## src/verilog/rtc_alarm_defs.vh

```
// Register offsets, field positions and reset values of the alarm block.
// Assumes inclusion by bare name from design files.
`ifndef RTC_ALARM_DEFS_VH
`define RTC_ALARM_DEFS_VH

// ----------------------------------------------------------------
// Register byte offsets
// ----------------------------------------------------------------
`define OFF_ALARM_SECONDS 8'h00
`define OFF_ALARM_MINUTES 8'h04
`define OFF_ALARM_HOURS   8'h08
`define OFF_IRQ_STATUS    8'h0c
`define OFF_IRQ_MASK      8'h10
`define OFF_MATCH_STATE   8'h14

// ----------------------------------------------------------------
// Field positions
// ----------------------------------------------------------------
`define ALARM_ENABLE_BIT  7
`define HOURS_UNUSED_BIT  6
`define HOURS_PM_BIT      5

// ----------------------------------------------------------------
// Reset values
// ----------------------------------------------------------------
`define RST_ALARM_SECONDS 8'h00
`define RST_ALARM_MINUTES 8'h00
`define RST_ALARM_HOURS   8'h00
`define RST_IRQ_MASK      1'h0

`endif

```

## src/verilog/rtc_time_alarm_compare.v

```verilog
// Alarm comparison of a real-time clock with an APB register slave.
// Assumes running time counts in BCD, synchronous to pclk.
//
// Local design decisions: the APB interface to the registers and the register offsets.
`timescale 1ns/1ps
`default_nettype none
`include "rtc_alarm_defs.vh"

module rtc_time_alarm_compare
(
    input  wire        pclk,
    input  wire        presetn,
    input  wire        psel,
    input  wire        penable,
    input  wire        pwrite,
    input  wire [7:0]  paddr,
    input  wire [31:0] pwdata,
    input  wire [3:0]  pstrb,
    output reg  [31:0] prdata,
    output reg         pready,
    output reg         pslverr,
    input  wire [6:0]  time_seconds,
    input  wire [6:0]  time_minutes,
    input  wire [5:0]  time_hours,
    input  wire        hour_format_24_select,
    output reg         alarm_event,
    output reg         irq
);

    // ------------------------------------------------------------
    // Registers
    // ------------------------------------------------------------
    reg  [7:0]  alarm_seconds_q;
    reg  [7:0]  alarm_minutes_q;
    reg  [7:0]  alarm_hours_q;
    reg         irq_status_q;
    reg         irq_mask_q;
    reg         match_q;

    // Bus qualifiers
    wire        access;
    wire        wr_en;
    wire        rd_en;
    wire        lane0;
    wire        addr_hit;

    // Register selects
    wire        sel_seconds;
    wire        sel_minutes;
    wire        sel_hours;
    wire        sel_status;
    wire        sel_mask;
    wire        sel_match;

    // Next values
    reg  [31:0] rdata_d;
    reg  [7:0]  alarm_seconds_d;
    reg  [7:0]  alarm_minutes_d;
    reg  [7:0]  alarm_hours_d;
    reg         irq_mask_d;
    reg         irq_status_d;
    reg         pready_d;
    reg         pslverr_d;
    reg  [31:0] prdata_d;
    reg         alarm_event_d;
    reg         irq_d;

    // First access cycle; the answer follows one edge later
    assign access = psel & penable & ~pready;
    // Writes take effect at the completing edge, with pready high
    assign wr_en  = psel & penable & pready & pwrite;
    assign rd_en  = access & ~pwrite;
    assign lane0  = pstrb[0];

    // ------------------------------------------------------------
    // Compare
    // ------------------------------------------------------------
    wire        seconds_alarm_enable;
    wire        minutes_alarm_enable;
    wire        hours_alarm_enable;
    wire [6:0]  alarm_seconds_value;
    wire [6:0]  alarm_minutes_value;
    wire [5:0]  alarm_hours_value;
    wire        alarm_hour_pm_or_tens_bit;
    wire        sec_ok;
    wire        min_ok;
    wire        hr_ok;
    wire        any_en;
    wire        match_d;

    assign seconds_alarm_enable = alarm_seconds_q[`ALARM_ENABLE_BIT];
    assign minutes_alarm_enable = alarm_minutes_q[`ALARM_ENABLE_BIT];
    assign hours_alarm_enable   = alarm_hours_q[`ALARM_ENABLE_BIT];
    assign alarm_seconds_value  = alarm_seconds_q[6:0];
    assign alarm_minutes_value  = alarm_minutes_q[6:0];
    assign alarm_hours_value    = alarm_hours_q[5:0];
    assign alarm_hour_pm_or_tens_bit = alarm_hours_q[`HOURS_PM_BIT];

    // Seconds compare
    assign sec_ok = ~seconds_alarm_enable
                  | (alarm_seconds_value == time_seconds);
    // Minutes compare
    assign min_ok = ~minutes_alarm_enable
                  | (alarm_minutes_value == time_minutes);
    // 24h: full 5:0 compare; 12h: 4:0 plus PM flag, same bit position
    assign hr_ok  = ~hours_alarm_enable
                  | (hour_format_24_select
                     ? (alarm_hours_value == time_hours)
                     : ((alarm_hours_value[4:0] == time_hours[4:0])
                        & (alarm_hour_pm_or_tens_bit
                           == time_hours[`HOURS_PM_BIT])));
    assign any_en  = seconds_alarm_enable | minutes_alarm_enable
                   | hours_alarm_enable;
    assign match_d = any_en & sec_ok & min_ok & hr_ok;

    // ------------------------------------------------------------
    // Address decode
    // ------------------------------------------------------------
    assign sel_seconds = (paddr == `OFF_ALARM_SECONDS);
    assign sel_minutes = (paddr == `OFF_ALARM_MINUTES);
    assign sel_hours   = (paddr == `OFF_ALARM_HOURS);
    assign sel_status  = (paddr == `OFF_IRQ_STATUS);
    assign sel_mask    = (paddr == `OFF_IRQ_MASK);
    assign sel_match   = (paddr == `OFF_MATCH_STATE);
    assign addr_hit    = sel_seconds | sel_minutes
                       | sel_hours | sel_status
                       | sel_mask | sel_match;

    // ------------------------------------------------------------
    // Read mux
    // ------------------------------------------------------------
    always @*
    begin
        rdata_d = 32'h0000_0000;
        case (paddr)
            `OFF_ALARM_SECONDS:
            begin
                rdata_d = {24'h00_0000, alarm_seconds_q};
            end
            `OFF_ALARM_MINUTES:
            begin
                rdata_d = {24'h00_0000, alarm_minutes_q};
            end
            `OFF_ALARM_HOURS:
            begin
                rdata_d = {24'h00_0000, alarm_hours_q};
            end
            `OFF_IRQ_STATUS:
            begin
                rdata_d = {31'h0, irq_status_q};
            end
            `OFF_IRQ_MASK:
            begin
                rdata_d = {31'h0, irq_mask_q};
            end
            `OFF_MATCH_STATE:
            begin
                rdata_d = {31'h0, match_q};
            end
            // Unmapped offsets read as zero
            default:
            begin
                rdata_d = 32'h0000_0000;
            end
        endcase
    end

    // ------------------------------------------------------------
    // APB response: one wait state, answer in second access cycle
    // ------------------------------------------------------------
    always @*
    begin
        pready_d  = access;
        pslverr_d = access & ~addr_hit;
        prdata_d  = 32'h0000_0000;
        if (rd_en)
        begin
            prdata_d = rdata_d;
        end
    end

    // Response outputs straight from flip-flops
    always @(posedge pclk or negedge presetn)
    begin
        if (!presetn)
        begin
            pready  <= 1'b0;
            pslverr <= 1'b0;
            prdata  <= 32'h0000_0000;
        end
        else
        begin
            pready  <= pready_d;
            pslverr <= pslverr_d;
            prdata  <= prdata_d;
        end
    end

    // ------------------------------------------------------------
    // Configuration registers
    // ------------------------------------------------------------
    // Byte lane 0 carries every field; other lanes are ignored
    always @*
    begin
        alarm_seconds_d = alarm_seconds_q;
        alarm_minutes_d = alarm_minutes_q;
        alarm_hours_d   = alarm_hours_q;
        irq_mask_d      = irq_mask_q;
        if (wr_en && lane0)
        begin
            if (sel_seconds)
            begin
                alarm_seconds_d = pwdata[7:0];
            end
            if (sel_minutes)
            begin
                alarm_minutes_d = pwdata[7:0];
            end
            if (sel_hours)
            begin
                // Unused bit held at zero so it reads back as zero
                alarm_hours_d = {pwdata[7], 1'b0, pwdata[5:0]};
            end
            if (sel_mask)
            begin
                irq_mask_d = pwdata[0];
            end
        end
    end

    always @(posedge pclk or negedge presetn)
    begin
        if (!presetn)
        begin
            alarm_seconds_q <= `RST_ALARM_SECONDS;
            alarm_minutes_q <= `RST_ALARM_MINUTES;
            alarm_hours_q   <= `RST_ALARM_HOURS;
            irq_mask_q      <= `RST_IRQ_MASK;
        end
        else
        begin
            alarm_seconds_q <= alarm_seconds_d;
            alarm_minutes_q <= alarm_minutes_d;
            alarm_hours_q   <= alarm_hours_d;
            irq_mask_q      <= irq_mask_d;
        end
    end

    // ------------------------------------------------------------
    // Event, sticky status and interrupt
    // ------------------------------------------------------------
    wire rise;
    wire status_clr;

    // Edge of the match, so a standing match raises one event only
    assign rise       = match_d & ~match_q;
    assign status_clr = wr_en & lane0 & pwdata[0] & sel_status;

    always @*
    begin
        alarm_event_d = rise;
        // Set wins over a clear in the same cycle
        irq_status_d  = irq_status_q;
        if (status_clr)
        begin
            irq_status_d = 1'b0;
        end
        if (rise)
        begin
            irq_status_d = 1'b1;
        end
        // Level from next status and mask, so it tracks both at once
        irq_d = irq_status_d & irq_mask_d;
    end

    // Match history feeds the edge detector
    always @(posedge pclk or negedge presetn)
    begin
        if (!presetn)
        begin
            match_q      <= 1'b0;
            alarm_event  <= 1'b0;
            irq_status_q <= 1'b0;
            irq          <= 1'b0;
        end
        else
        begin
            match_q      <= match_d;
            alarm_event  <= alarm_event_d;
            irq_status_q <= irq_status_d;
            irq          <= irq_d;
        end
    end

endmodule // rtc_time_alarm_compare

`default_nettype wire
```

## config.mk

```make
export PLATFORM = sky130hd
export DESIGN_NAME = rtc_time_alarm_compare
export DESIGN_NICKNAME = d
export VERILOG_FILES = /design/src/verilog/rtc_time_alarm_compare.v
export VERILOG_INCLUDE_DIRS = /design/src /design/src/verilog
export SDC_FILE = /design/constraint.sdc
export NUM_CORES = 1
export LEC_CHECK = 0
export BUFFER_PORTS_ARGS = -buffer_cell sky130_fd_sc_hd__clkbuf_2
export CAP_MARGIN = 20
export CORE_UTILIZATION = 33
export CTS_BUF_LIST = sky130_fd_sc_hd__clkbuf_4 sky130_fd_sc_hd__clkbuf_8 sky130_fd_sc_hd__clkbuf_16
export CTS_CLUSTER_SIZE = 16
export DETAILED_ROUTE_END_ITERATION = 7
export SETUP_SLACK_MARGIN = 0.5
export SYNTH_ARGS = -nofsm -noshare
export SYNTH_HDL_FRONTEND = slang
export SYNTH_SLANG_ARGS = --single-unit
```

## constraint.sdc

```tcl
create_clock -name pclk -period 4.5 [get_ports pclk]
set_input_delay 0.9 -clock pclk [delete_from_list [all_inputs] [get_ports pclk]]
set_output_delay 0.9 -clock pclk [all_outputs]
set_load 0.05 [all_outputs]
```

==> results of run 1 <==
[logic make-up after synthesis]
family	count (synthesis)	synth area share, %
and+or+nand+nor	44	11.9
DFF	38	44.8
muxes	32	18.3
buffers and inverters	30	10.7
xor gates and xnor gates	20	8.26
AOI/OAI and AO/OA	17	5.90
other	1	0.177
[layer usage]
metal	global-route usage [%]	wire length (um)	vias to the layer above
met2	23.6	1990	58
met5	0	0	-
met3	4.29	254	7
met4	6.84	94	0
met1	16.9	1860	667
li1	-	-	701
[power groups by stage]
stage	clock network, mW	registers [mW]	logic, mW
3_5_place_dp	0	0.351	0.101
5_1_grt	0.368	0.344	0.109
2_1_floorplan	0	0.354	0.0817
4_1_cts	0.354	0.344	0.101
3_3_place_gp	0	0.351	0.100
6_report	0.347	0.344	0.101
[cell usage in the layout, fill, tap and decap left out, types with 2 or more instances in the layout]
master / instances
clkbuf_2: 53
dfrtp_1: 38
conb_1: 24
mux2_2: 22
xnor2_1: 15
nor2_1: 14
mux2_4: 8
nand2_1: 6
a22oi_1: 6
nand4_1: 6
xor2_1: 5
clkbuf_8: 5
nor3_1: 4
a21oi_1: 2
mux2i_1: 2
nand3_1: 2
o31ai_1: 2
nand4b_1: 2
bufinv_16: 2
[worst paths after layout]
check / start / end
max: paddr[1] / alarm_hours_q[7]$_DFFE_PN0P_
min: match_q$_DFF_PN0_ / alarm_event$_DFF_PN0_
max reg2reg: pready$_DFF_PN0_ / alarm_minutes_q[4]$_DFFE_PN0P_
min reg2reg: match_q$_DFF_PN0_ / alarm_event$_DFF_PN0_
max in group asynchronous: presetn / alarm_hours_q[0]$_DFFE_PN0P_
min in group asynchronous: presetn / irq$_DFF_PN0_
[critical path: stages]
cell      delay (ns)
clkbuf_2        0.09
nor3_2          0.23
nand2_2         0.12
nor4b_4         0.46
and2_1          0.52
mux2_4          0.34
[through the flow]
stage	std cells	worst slack [ns]	hold slack, ns	utilization, %
2_1_floorplan	205	2.18	0.424	-
3_3_place_gp	303	1.69	0.468	38.6
3_5_place_dp	303	1.68	0.462	38.6
4_1_cts	311	1.99	0.495	40.9
5_1_grt	311	1.90	0.520	40.9
6_report	311	2.02	0.484	40.9
[state kept, by name (all words and copies together), names as in the netlist]
name and flops:
pready 1, match_q 1, irq_mask_q 1, alarm_seconds_q 8, prdata 8, irq_status_q 1, alarm_event 1, alarm_hours_q 7
pslverr 1, alarm_minutes_q 8, irq 1
[layout make-up]
type                    instances  area share [%]
repair buffers                 53            10.7
flip-flops and latches         38            38.4
multi-input cells             137            41.6
well taps                      75            3.79
clock inverters                 3            2.78
clock buffers                   5            2.78
==> summary.md, run 1 <==
| Metric | Value |
|---|---|
| Placer Congestion | between 0.7 and 0.8 |
| R2r setup slk | 2.77 ns |
| Clock network power share | between 40 and 50% |
| Clock-pin slew on the worst setup and hold paths | about 0.08 ns |
| Register Area | roughly 950 um2 |
| Die width | around 82 um |
| Ant diodes | 0 |
| Synth cell types | 37 |
| Area of the multi-input gates | a little over 1000 um2 |
| Synth async-reset ratio | 100% |
| Part of the power in registers | between 40% and 50% |
| CP Capture Type | flip-flop |
| Synth top area share | 44.8% |
| Fillers | between 600 and 700 |
| R2r worst-path depth | 4 |
| Synth area leaders | dfrtp_1, mux2_2, buf_4 |
| Max Slew Vio Count | 0 |
| Number of synthesized register bits | 38 |
| Worst slew pin tran | ~0.92 ns |
| Share of layout cells above drive strength 1 | 40.7% |
| Post-synth EDFFs | 0 |
| Die area | 6750 um2 |
| Clk_skew | between 0.007 and 0.008 ns |
| # setup viols final | 0 |
| I/O Buffers | between 50 and 60 |
| Largest net degree at the start of global routing | 39 |
| GRT overflow | 0 |
| Die Ht | slightly above 80 um |
| Post-synth top flop | dfrtp_1 |
| Tmin final | ~2.5 ns |
| Biggest fanout along the worst timing path | 8 |
| Gate power share | ~13% |
| Critical path data required time | about 4.7 ns |
| Hold Crit Depth | 1 |
| Seq/Total Area, Yosys | 44.8% |
| CTS tree | done |
| Total chip power | about 0.79 mW |
| IO Count | 106 |
| Final nets | 305 |
| Status | complete, no violations |
| Synth top cells by count | dfrtp_1, buf_4, mux2_2 |
| Hold Violations, Final | 0 |
| Starting Density | about a third |
| Fin crit share | a little under three fifths |
| Pwr/cell area | 319 nW/um2 |
| F_max | about 400 MHz |
| Htree depth | 2 |
| Area after DPL | approximately 2300 um2 |
| Routed Wire Length | 4200 um |
| RSZ-0062 raised after global routing | false |
| Syn Inst Count | around 180 |
| Max clock buf depth | 2 |
| Crit Path Class | in -> reg |
| Drt wl/cell | roughly 14 um |
| Most frequent cell after synthesis | dfrtp_1 |
| CTS buffer count | 5 |
| Setup TNS | 0 ns |
| Maxcap violations | 0 |
| Core area | slightly above 6000 um2 |
| CTS resizes | 0 |
| DR vias/cell | roughly 4.6 |
| Clock Latency Late Sink | approximately 0.3 ns |
| Num rows | 28 |
| Fin area | 2480 um2 |
| Cell taking the most area after synthesis | dfrtp_1 |
| # clock sinks | 38 |
| GRT Overall Usage | 14.3% |
| DRT iter0 DRCs | 56 |
| Detailed Routing Iterations Pass 1 | 4 |
| Residual DRC | 0 |
| Slew HR | between 30% and 40% |
| Post-Syn Area | 2120 um2 |
| Vias in the first global route | ~1400 |
| Initial antenna violation count | 0 |
| Via count | between 1000 and 1500 |
| Cts hold-fix bufs | 0 |
| Net load switching power | roughly 0.20 mW |
| Critical Path AT | between 2 and 3 ns |
| Peak VDD IR | approximately 120 uV |
| Root buffer cell | clkbuf_8 |
| Setup crit start kind | input pin |
| Internal | 0.589 mW |
| HPWL after detailed placement | approximately 3200 um |
| Synth warnings | 0 |
| Switching share of total power | between 20% and 30% |
| First-pass GRT wire length | ~6700 um |
| Setup bufs post-CTS | 0 |
| HP Class | reg -> reg |
| Post-Syn Area per Cell | between 10 and 15 um2 |
| Leak Pwr | approximately 1.2 nW |
| Antenna-violating nets left | 0 |
| Synthesis-to-layout area growth | 16.8% |
Note: power is estimated with default switching activity, not from simulation.
==> run 2: changes to the inputs <==
==> constraint.sdc (replaced) <==
create_clock -name pclk -period 2.2 [get_ports pclk]
set_input_delay 0.44 -clock pclk [delete_from_list [all_inputs] [get_ports pclk]]
set_output_delay 0.44 -clock pclk [all_outputs]
set_load 0.05 [all_outputs]
==> summary.md, run 2 (synthesized netlist as in run 1, its figures left out) <==
| Metric | Value |
|---|---|
| Biggest fanout along the worst timing path | 3 (-5) |
| Worst path top cell family by delay | simple AND/OR/NAND/NOR gates |
| CP Capture Type | flip-flop |
| Critical Path AT | 1.80 ns (-0.86 ns) |
| Die area | 6750 um2 (unchanged) |
| Area after DPL | 2410 um2 (+2.9%) |
| Detailed Routing Iterations Pass 1 | 4 (unchanged) |
| Most frequent cells in the layout | clkbuf_2, dfrtp_1, conb_1, mux2_2, xnor2_1 |
| I/O Buffers | 53 (unchanged) |
| Synthesis-to-layout area growth | 18.3% |
| Critical path data required time | 2.36 ns (-2.32 ns) |
| Fin crit share | 74.7% |
| Max Slew Vio Count | 0 (unchanged) |
| Leak Pwr | 1.24 nW (+2.0%) |
| Fillers | 617 (+1.6%) |
| Die Ht | 82.2 um (unchanged) |
| R2r startpoint | pready$_DFF_PN0_ |
| Vias in the first global route | 1371 (-3.2%) |
| Max clock buf depth | 2 (unchanged) |
| Largest registers | alarm_minutes_q (8), alarm_seconds_q (8), prdata (8) |
| Critical path buffer and inverter count | 1 (unchanged) |
| Final nets | 314 (+3.0%) |
| HPWL after detailed placement | 3340 um (+4.8%) |
| Slowest stage cell, crit path | or4_1 |
| Num rows | 28 (unchanged) |
| Total chip power | 1.42 mW (+80%) |
| Antenna-violating nets left | 0 (unchanged) |
| Placer Congestion | 0.759 (+1.3%) |
| Largest net degree at the start of global routing | 39 (unchanged) |
| IO Count | 106 (unchanged) |
| Clk_skew | 0.00656 ns (-0.00103 ns) |
| Peak VDD IR | 185 uV (+50%) |
| Cts hold-fix bufs | 0 (unchanged) |
| Setup crit start kind | input pin |
| Pwr/cell area | 566 nW/um2 (+77%) |
| Htree depth | 2 (unchanged) |
| Maxcap violations | 0 (unchanged) |
| DR vias/cell | 4.55 (-1.3%) |
| Status | complete, no violations |
| Hold Violations, Final | 0 (unchanged) |
| Crit Path Class | in -> reg |
| Initial antenna violation count | 0 (unchanged) |
| Starting Density | 35.0% (unchanged) |
| CTS tree | done |
| CTS buffer count | 5 (unchanged) |
| Die width | 82.2 um (unchanged) |
| Crit. Startpoint | paddr[1] |
| Share of layout cells above drive strength 1 | 43.3% (+2.6 points) |
| Clock-pin slew on the worst setup and hold paths | 0.08 ns (about the same) |
| Tmin final | approximately 1.6 ns |
| # setup viols final | 0 (unchanged) |
| Residual DRC | 0 (unchanged) |
| Ant diodes | 0 (unchanged) |
| First-pass GRT wire length | 6770 um (+0.40%) |
| F_max | 609 MHz |
| Worst-path cell chain | clkbuf_2, nor3_4, nand4_1, or4_1, mux2_4, a21boi_1 |
| Setup TNS | 0 ns (unchanged) |
| HP Class | in -> async |
| GRT overflow | 0 (unchanged) |
| Commonest non-fill, non-tap cell in the layout | clkbuf_2 |
| Root buffer cell | clkbuf_8 |
| # clock sinks | 38 (unchanged) |
| Core area | 6060 um2 (unchanged) |
| Via count | 1456 (+1.6%) |
| Routed Wire Length | 4410 um (+4.9%) |
| GRT Overall Usage | 14.0% (-0.22 points) |
| DRT iter0 DRCs | 46 (-18%) |
| Clock Latency Late Sink | 0.29 ns (about the same) |
| Drt wl/cell | 13.8 um (+1.9%) |
| RSZ-0062 raised after global routing | false |
| Largest stage delay, worst path | 0.45 ns (-0.07 ns) |
| Fin area | 2510 um2 (+1.3%) |
-- run 2: changes by cell type in the layout (fill, tap and decap cells not counted) --
cell        change
clkinv_4        -1
nor3_2          -1
clkinvlp_4      +1
clkinv_2        +1
dfrtp_1         -1
clkbuf_8        +1
dfrtp_2         +1
bufinv_16       -2
buf_4           +9
nor3_4          +1
-- run 2: power breakdown --
| group | leakage (nW) | switching [mW] | internal (mW) |
|---|---|---|---|
| combinational | 0.668 | 0.157 | 0.0523 |
| sequential | 0.523 | 0.00242 | 0.701 |
| clock | 0.0472 | 0.257 | 0.252 |
-- run 2: layout make-up --
cell class                      count  area, um2  area share, %
Multi-Input combinational cell    137       1040           41.3
Sequential cell                    38        952           37.9
Timing Repair Buffer               62        333           13.3
Tap cell                           75       93.8           3.74
Clock buffer                        6       82.6           3.29
Clock inverter                      2       12.5          0.499
-- run 2: worst paths after layout --
kind                                           endpoint  slack [ns]  depth (start not counted)
min                                 prdata[5]$_DFF_PN0_        0.18                          2
min reg2reg                            pready$_DFF_PN0_        0.48                          1
max                                       irq$_DFF_PN0_        0.56                          6
max reg2reg                               irq$_DFF_PN0_        0.57                          4
max in group asynchronous              pready$_DFF_PN0_        1.66                          2
min in group pclk          alarm_hours_q[1]$_DFFE_PN0P_        0.41                          2
-- run 2: repair_timing --
item	4_1_cts	5_1_grt
setup buffers	0	1
endpoints found under the setup margin	0	1
resized for setup	0	0
-- run 2: stage by stage --
stage               std cells  hold slack, ns  setup WS, ns  utilization [%]
detailed placement        311           0.470         0.250             39.7
CTS                       319           0.203         0.546             41.3
global placement          311           0.466         0.261             39.7
global route              320           0.216         0.496             41.4
finish                    320           0.183         0.557             41.4
floorplan                 205           0.144         0.378                -
-- run 2: worst register-to-register path: stages (launching register included) --
cell and delay (ns):
dfrtp_2 0.40, nand3_1 0.13, or4_1 0.52, mux2_4 0.33, a21boi_1 0.13
-- run 2: routing by layer --
metal	global-route usage, %	part of all wire (%)
met1	17.4	44
met2	23.8	51
met3	3.74	4.3
met4	4.21	1.2
met5	0	0
==> run 3: changes to the inputs <==
==> constraint.sdc (replaced) <==
create_clock -name pclk -period 1.5 [get_ports pclk]
set_input_delay 0.3 -clock pclk [delete_from_list [all_inputs] [get_ports pclk]]
set_output_delay 0.3 -clock pclk [all_outputs]
set_load 0.05 [all_outputs]
==> summary.md, run 3 (synthesized netlist as in run 1, its figures left out) <==
| Metric | Value |
|---|---|
| Status | complete, but fails checks |
| Failing checks | negative setup slack |
| Root buffer cell | clkbuf_8 |
| Setup crit start kind | flip-flop |
| Largest registers | alarm_minutes_q (8), alarm_seconds_q (8), prdata (8) |
| Cts hold-fix bufs | 0 (unchanged) |
| Final nets | 345 (+9.9%) |
| Area of the multi-input gates | 1290 um2 (+25%) |
| Detailed Routing Iterations Pass 1 | 4 (unchanged) |
| RSZ-0062 raised after global routing | true |
| Drt wl/cell | 15.1 um (+9.8%) |
| Routed Wire Length | 5310 um (+20%) |
| Crit Path Class | reg -> reg |
| Residual DRC | 0 (unchanged) |
| Core area | 6060 um2 (unchanged) |
| Clock-pin slew on the worst setup and hold paths | 0.08 ns (about the same) |
| Fin crit share | 105% |
| GRT overflow | 0 (unchanged) |
| Fillers | 545 (-12%) |
| Leak Pwr | 1.57 nW (+27%) |
| Critical path data required time | 1.66 ns (-0.70 ns) |
| R2r setup slk | -0.07 ns (-0.64 ns) |
| Maxcap violations | 0 (unchanged) |
| Share of layout cells above drive strength 1 | 60.5% (+17 points) |
| Hold WS | 0.0393 ns (-0.144 ns) |
| Vias in the first global route | 1576 (+15%) |
| Commonest non-fill, non-tap cell in the layout | clkbuf_2 |
| Worst path top cell family by delay | simple AND/OR/NAND/NOR gates |
| Register Area | 952 um2 (unchanged) |
| Final core area utilization | 53.5% (+12 points) |
| Tmin final | ~1.6 ns |
| Post-place setup slack | -0.315 ns (-0.565 ns) |
| Worst-path cell chain | nand3_4, or4_4, mux2_4, a21boi_1 |
| DR vias/cell | 4.68 (+2.8%) |
| Die width | 82.2 um (unchanged) |
| Num rows | 28 (unchanged) |
| Fin worst setup slack | -0.0686 ns (-0.626 ns) |
| Via count | 1641 (+13%) |
| # setup viols final | 3 (+3) |
| Critical Path AT | 1.73 ns (-0.07 ns) |
| Largest net degree at the start of global routing | 39 (unchanged) |
| Hold Violations, Final | 0 (unchanged) |
| Die Ht | 82.2 um (unchanged) |
| Slowest stage cell, crit path | or4_4 |
| CTS buffer count | 5 (unchanged) |
| Peak VDD IR | 451 uV (+140%) |
| IO Count | 106 (unchanged) |
| Critical path buffer and inverter count | 0 (-1) |
| Starting Density | 35.0% (unchanged) |
| Clk_skew | 0.00454 ns (-0.00203 ns) |
| R2r worst-path depth | 4 (unchanged) |
| HPWL after detailed placement | 3570 um (+6.6%) |
| Biggest fanout along the worst timing path | 3 (unchanged) |
| Largest stage delay, worst path | 0.49 ns (+0.04 ns) |
| Placer Congestion | 0.751 (-1.1%) |
| # clock sinks | 38 (unchanged) |
| Die area | 6750 um2 (unchanged) |
| Ant diodes | 0 (unchanged) |
| GRT Overall Usage | 16.5% (+2.4 points) |
| CP Capture Type | flip-flop |
| Htree depth | 2 (unchanged) |
| Clock Latency Late Sink | 0.29 ns (about the same) |
| Pwr/cell area | 718 nW/um2 (+27%) |
| Synthesis-to-layout area growth | 53.0% |
| Critical Path Stages | 4 (-2) |
| Antenna-violating nets left | 0 (unchanged) |
| F_max | between 600 and 700 MHz |
| Most frequent cells in the layout | clkbuf_2, dfrtp_1, mux2_4, conb_1, buf_4 |
| DRT iter0 DRCs | 33 (-28%) |
| CTS tree | done |
| Max Slew Vio Count | 0 (unchanged) |
| I/O Buffers | 53 (unchanged) |
| Initial antenna violation count | 0 (unchanged) |
| HP Class | in -> async |
| Max clock buf depth | 2 (unchanged) |
| First-pass GRT wire length | 7940 um (+17%) |
[run 3: changes by cell type in the layout (fill, tap and decap cells not counted), moves of 4 or more]
cell and delta:
xnor2_2 +6, buf_8 +12, mux2_2 -16, clkbuf_2 -14, nor3_1 -4, xnor2_1 -6, nor2_1 -7, buf_6 +16
buf_4 +14, mux2_4 +16, nor2_4 +4
[run 3: layout make-up]
type / instances / share of cell area (%)
clock inverter: 1 / 0.926
tap: 75 / 2.89
clock buffer: 7 / 2.58
timing repair buffer: 93 / 24.5
multi-input combinational: 137 / 39.8
sequential: 38 / 29.3
[run 3: metal layers]
| layer | vias to the layer above | routed length [um] | share of wire, % | global-route usage [%] |
|---|---|---|---|---|
| met5 | - | 0 | 0 | 0 |
| met2 | 51 | 2640 | 50 | 26.9 |
| met3 | 6 | 241 | 4.5 | 3.85 |
| li1 | 778 | - | - | - |
| met4 | 0 | 77 | 1.5 | 6.84 |
| met1 | 806 | 2350 | 44 | 20.9 |
[run 3: report_power, final]
part	leakage [nW]	total, mW	internal [mW]	switching (mW)
sequential	0.523	1.03	1.03	0.00453
combinational	0.986	0.393	0.132	0.260
clock	0.0593	0.905	0.534	0.371
[run 3: stage by stage]
| stage | instances | area (um2) | setup TNS [ns] | total power, mW |
|---|---|---|---|---|
| after floorplan | 205 | 2280 | -2.34 | 1.31 |
| after detailed placement | 327 | 2600 | -3.75 | 1.39 |
| after global placement | 327 | 2600 | -3.68 | 1.39 |
| after global routing | 351 | 3240 | -0.308 | 2.42 |
| final | 351 | 3240 | -0.153 | 2.33 |
| after CTS | 344 | 3030 | -0.0391 | 2.33 |
[run 3: worst paths after layout]
| path | start | end |
|---|---|---|
| hold reg to reg | match_q$_DFF_PN0_ | alarm_event$_DFF_PN0_ |
| min in group pclk | pwdata[6] | alarm_seconds_q[6]$_DFFE_PN0P_ |
| hold / removal | presetn | irq$_DFF_PN0_ |
| max in group asynchronous | presetn | pready$_DFF_PN0_ |
| setup reg to reg | pready$_DFF_PN0_ | irq$_DFF_PN0_ |
| setup / recovery | pready$_DFF_PN0_ | irq$_DFF_PN0_ |
[run 3: timing repair]
action / 4_1_cts / 5_1_grt
setup endpoints to repair: 49 / 49
gates resized for setup: 56 / 45
pin swaps: 19 / 14
setup buffers: 9 / 7
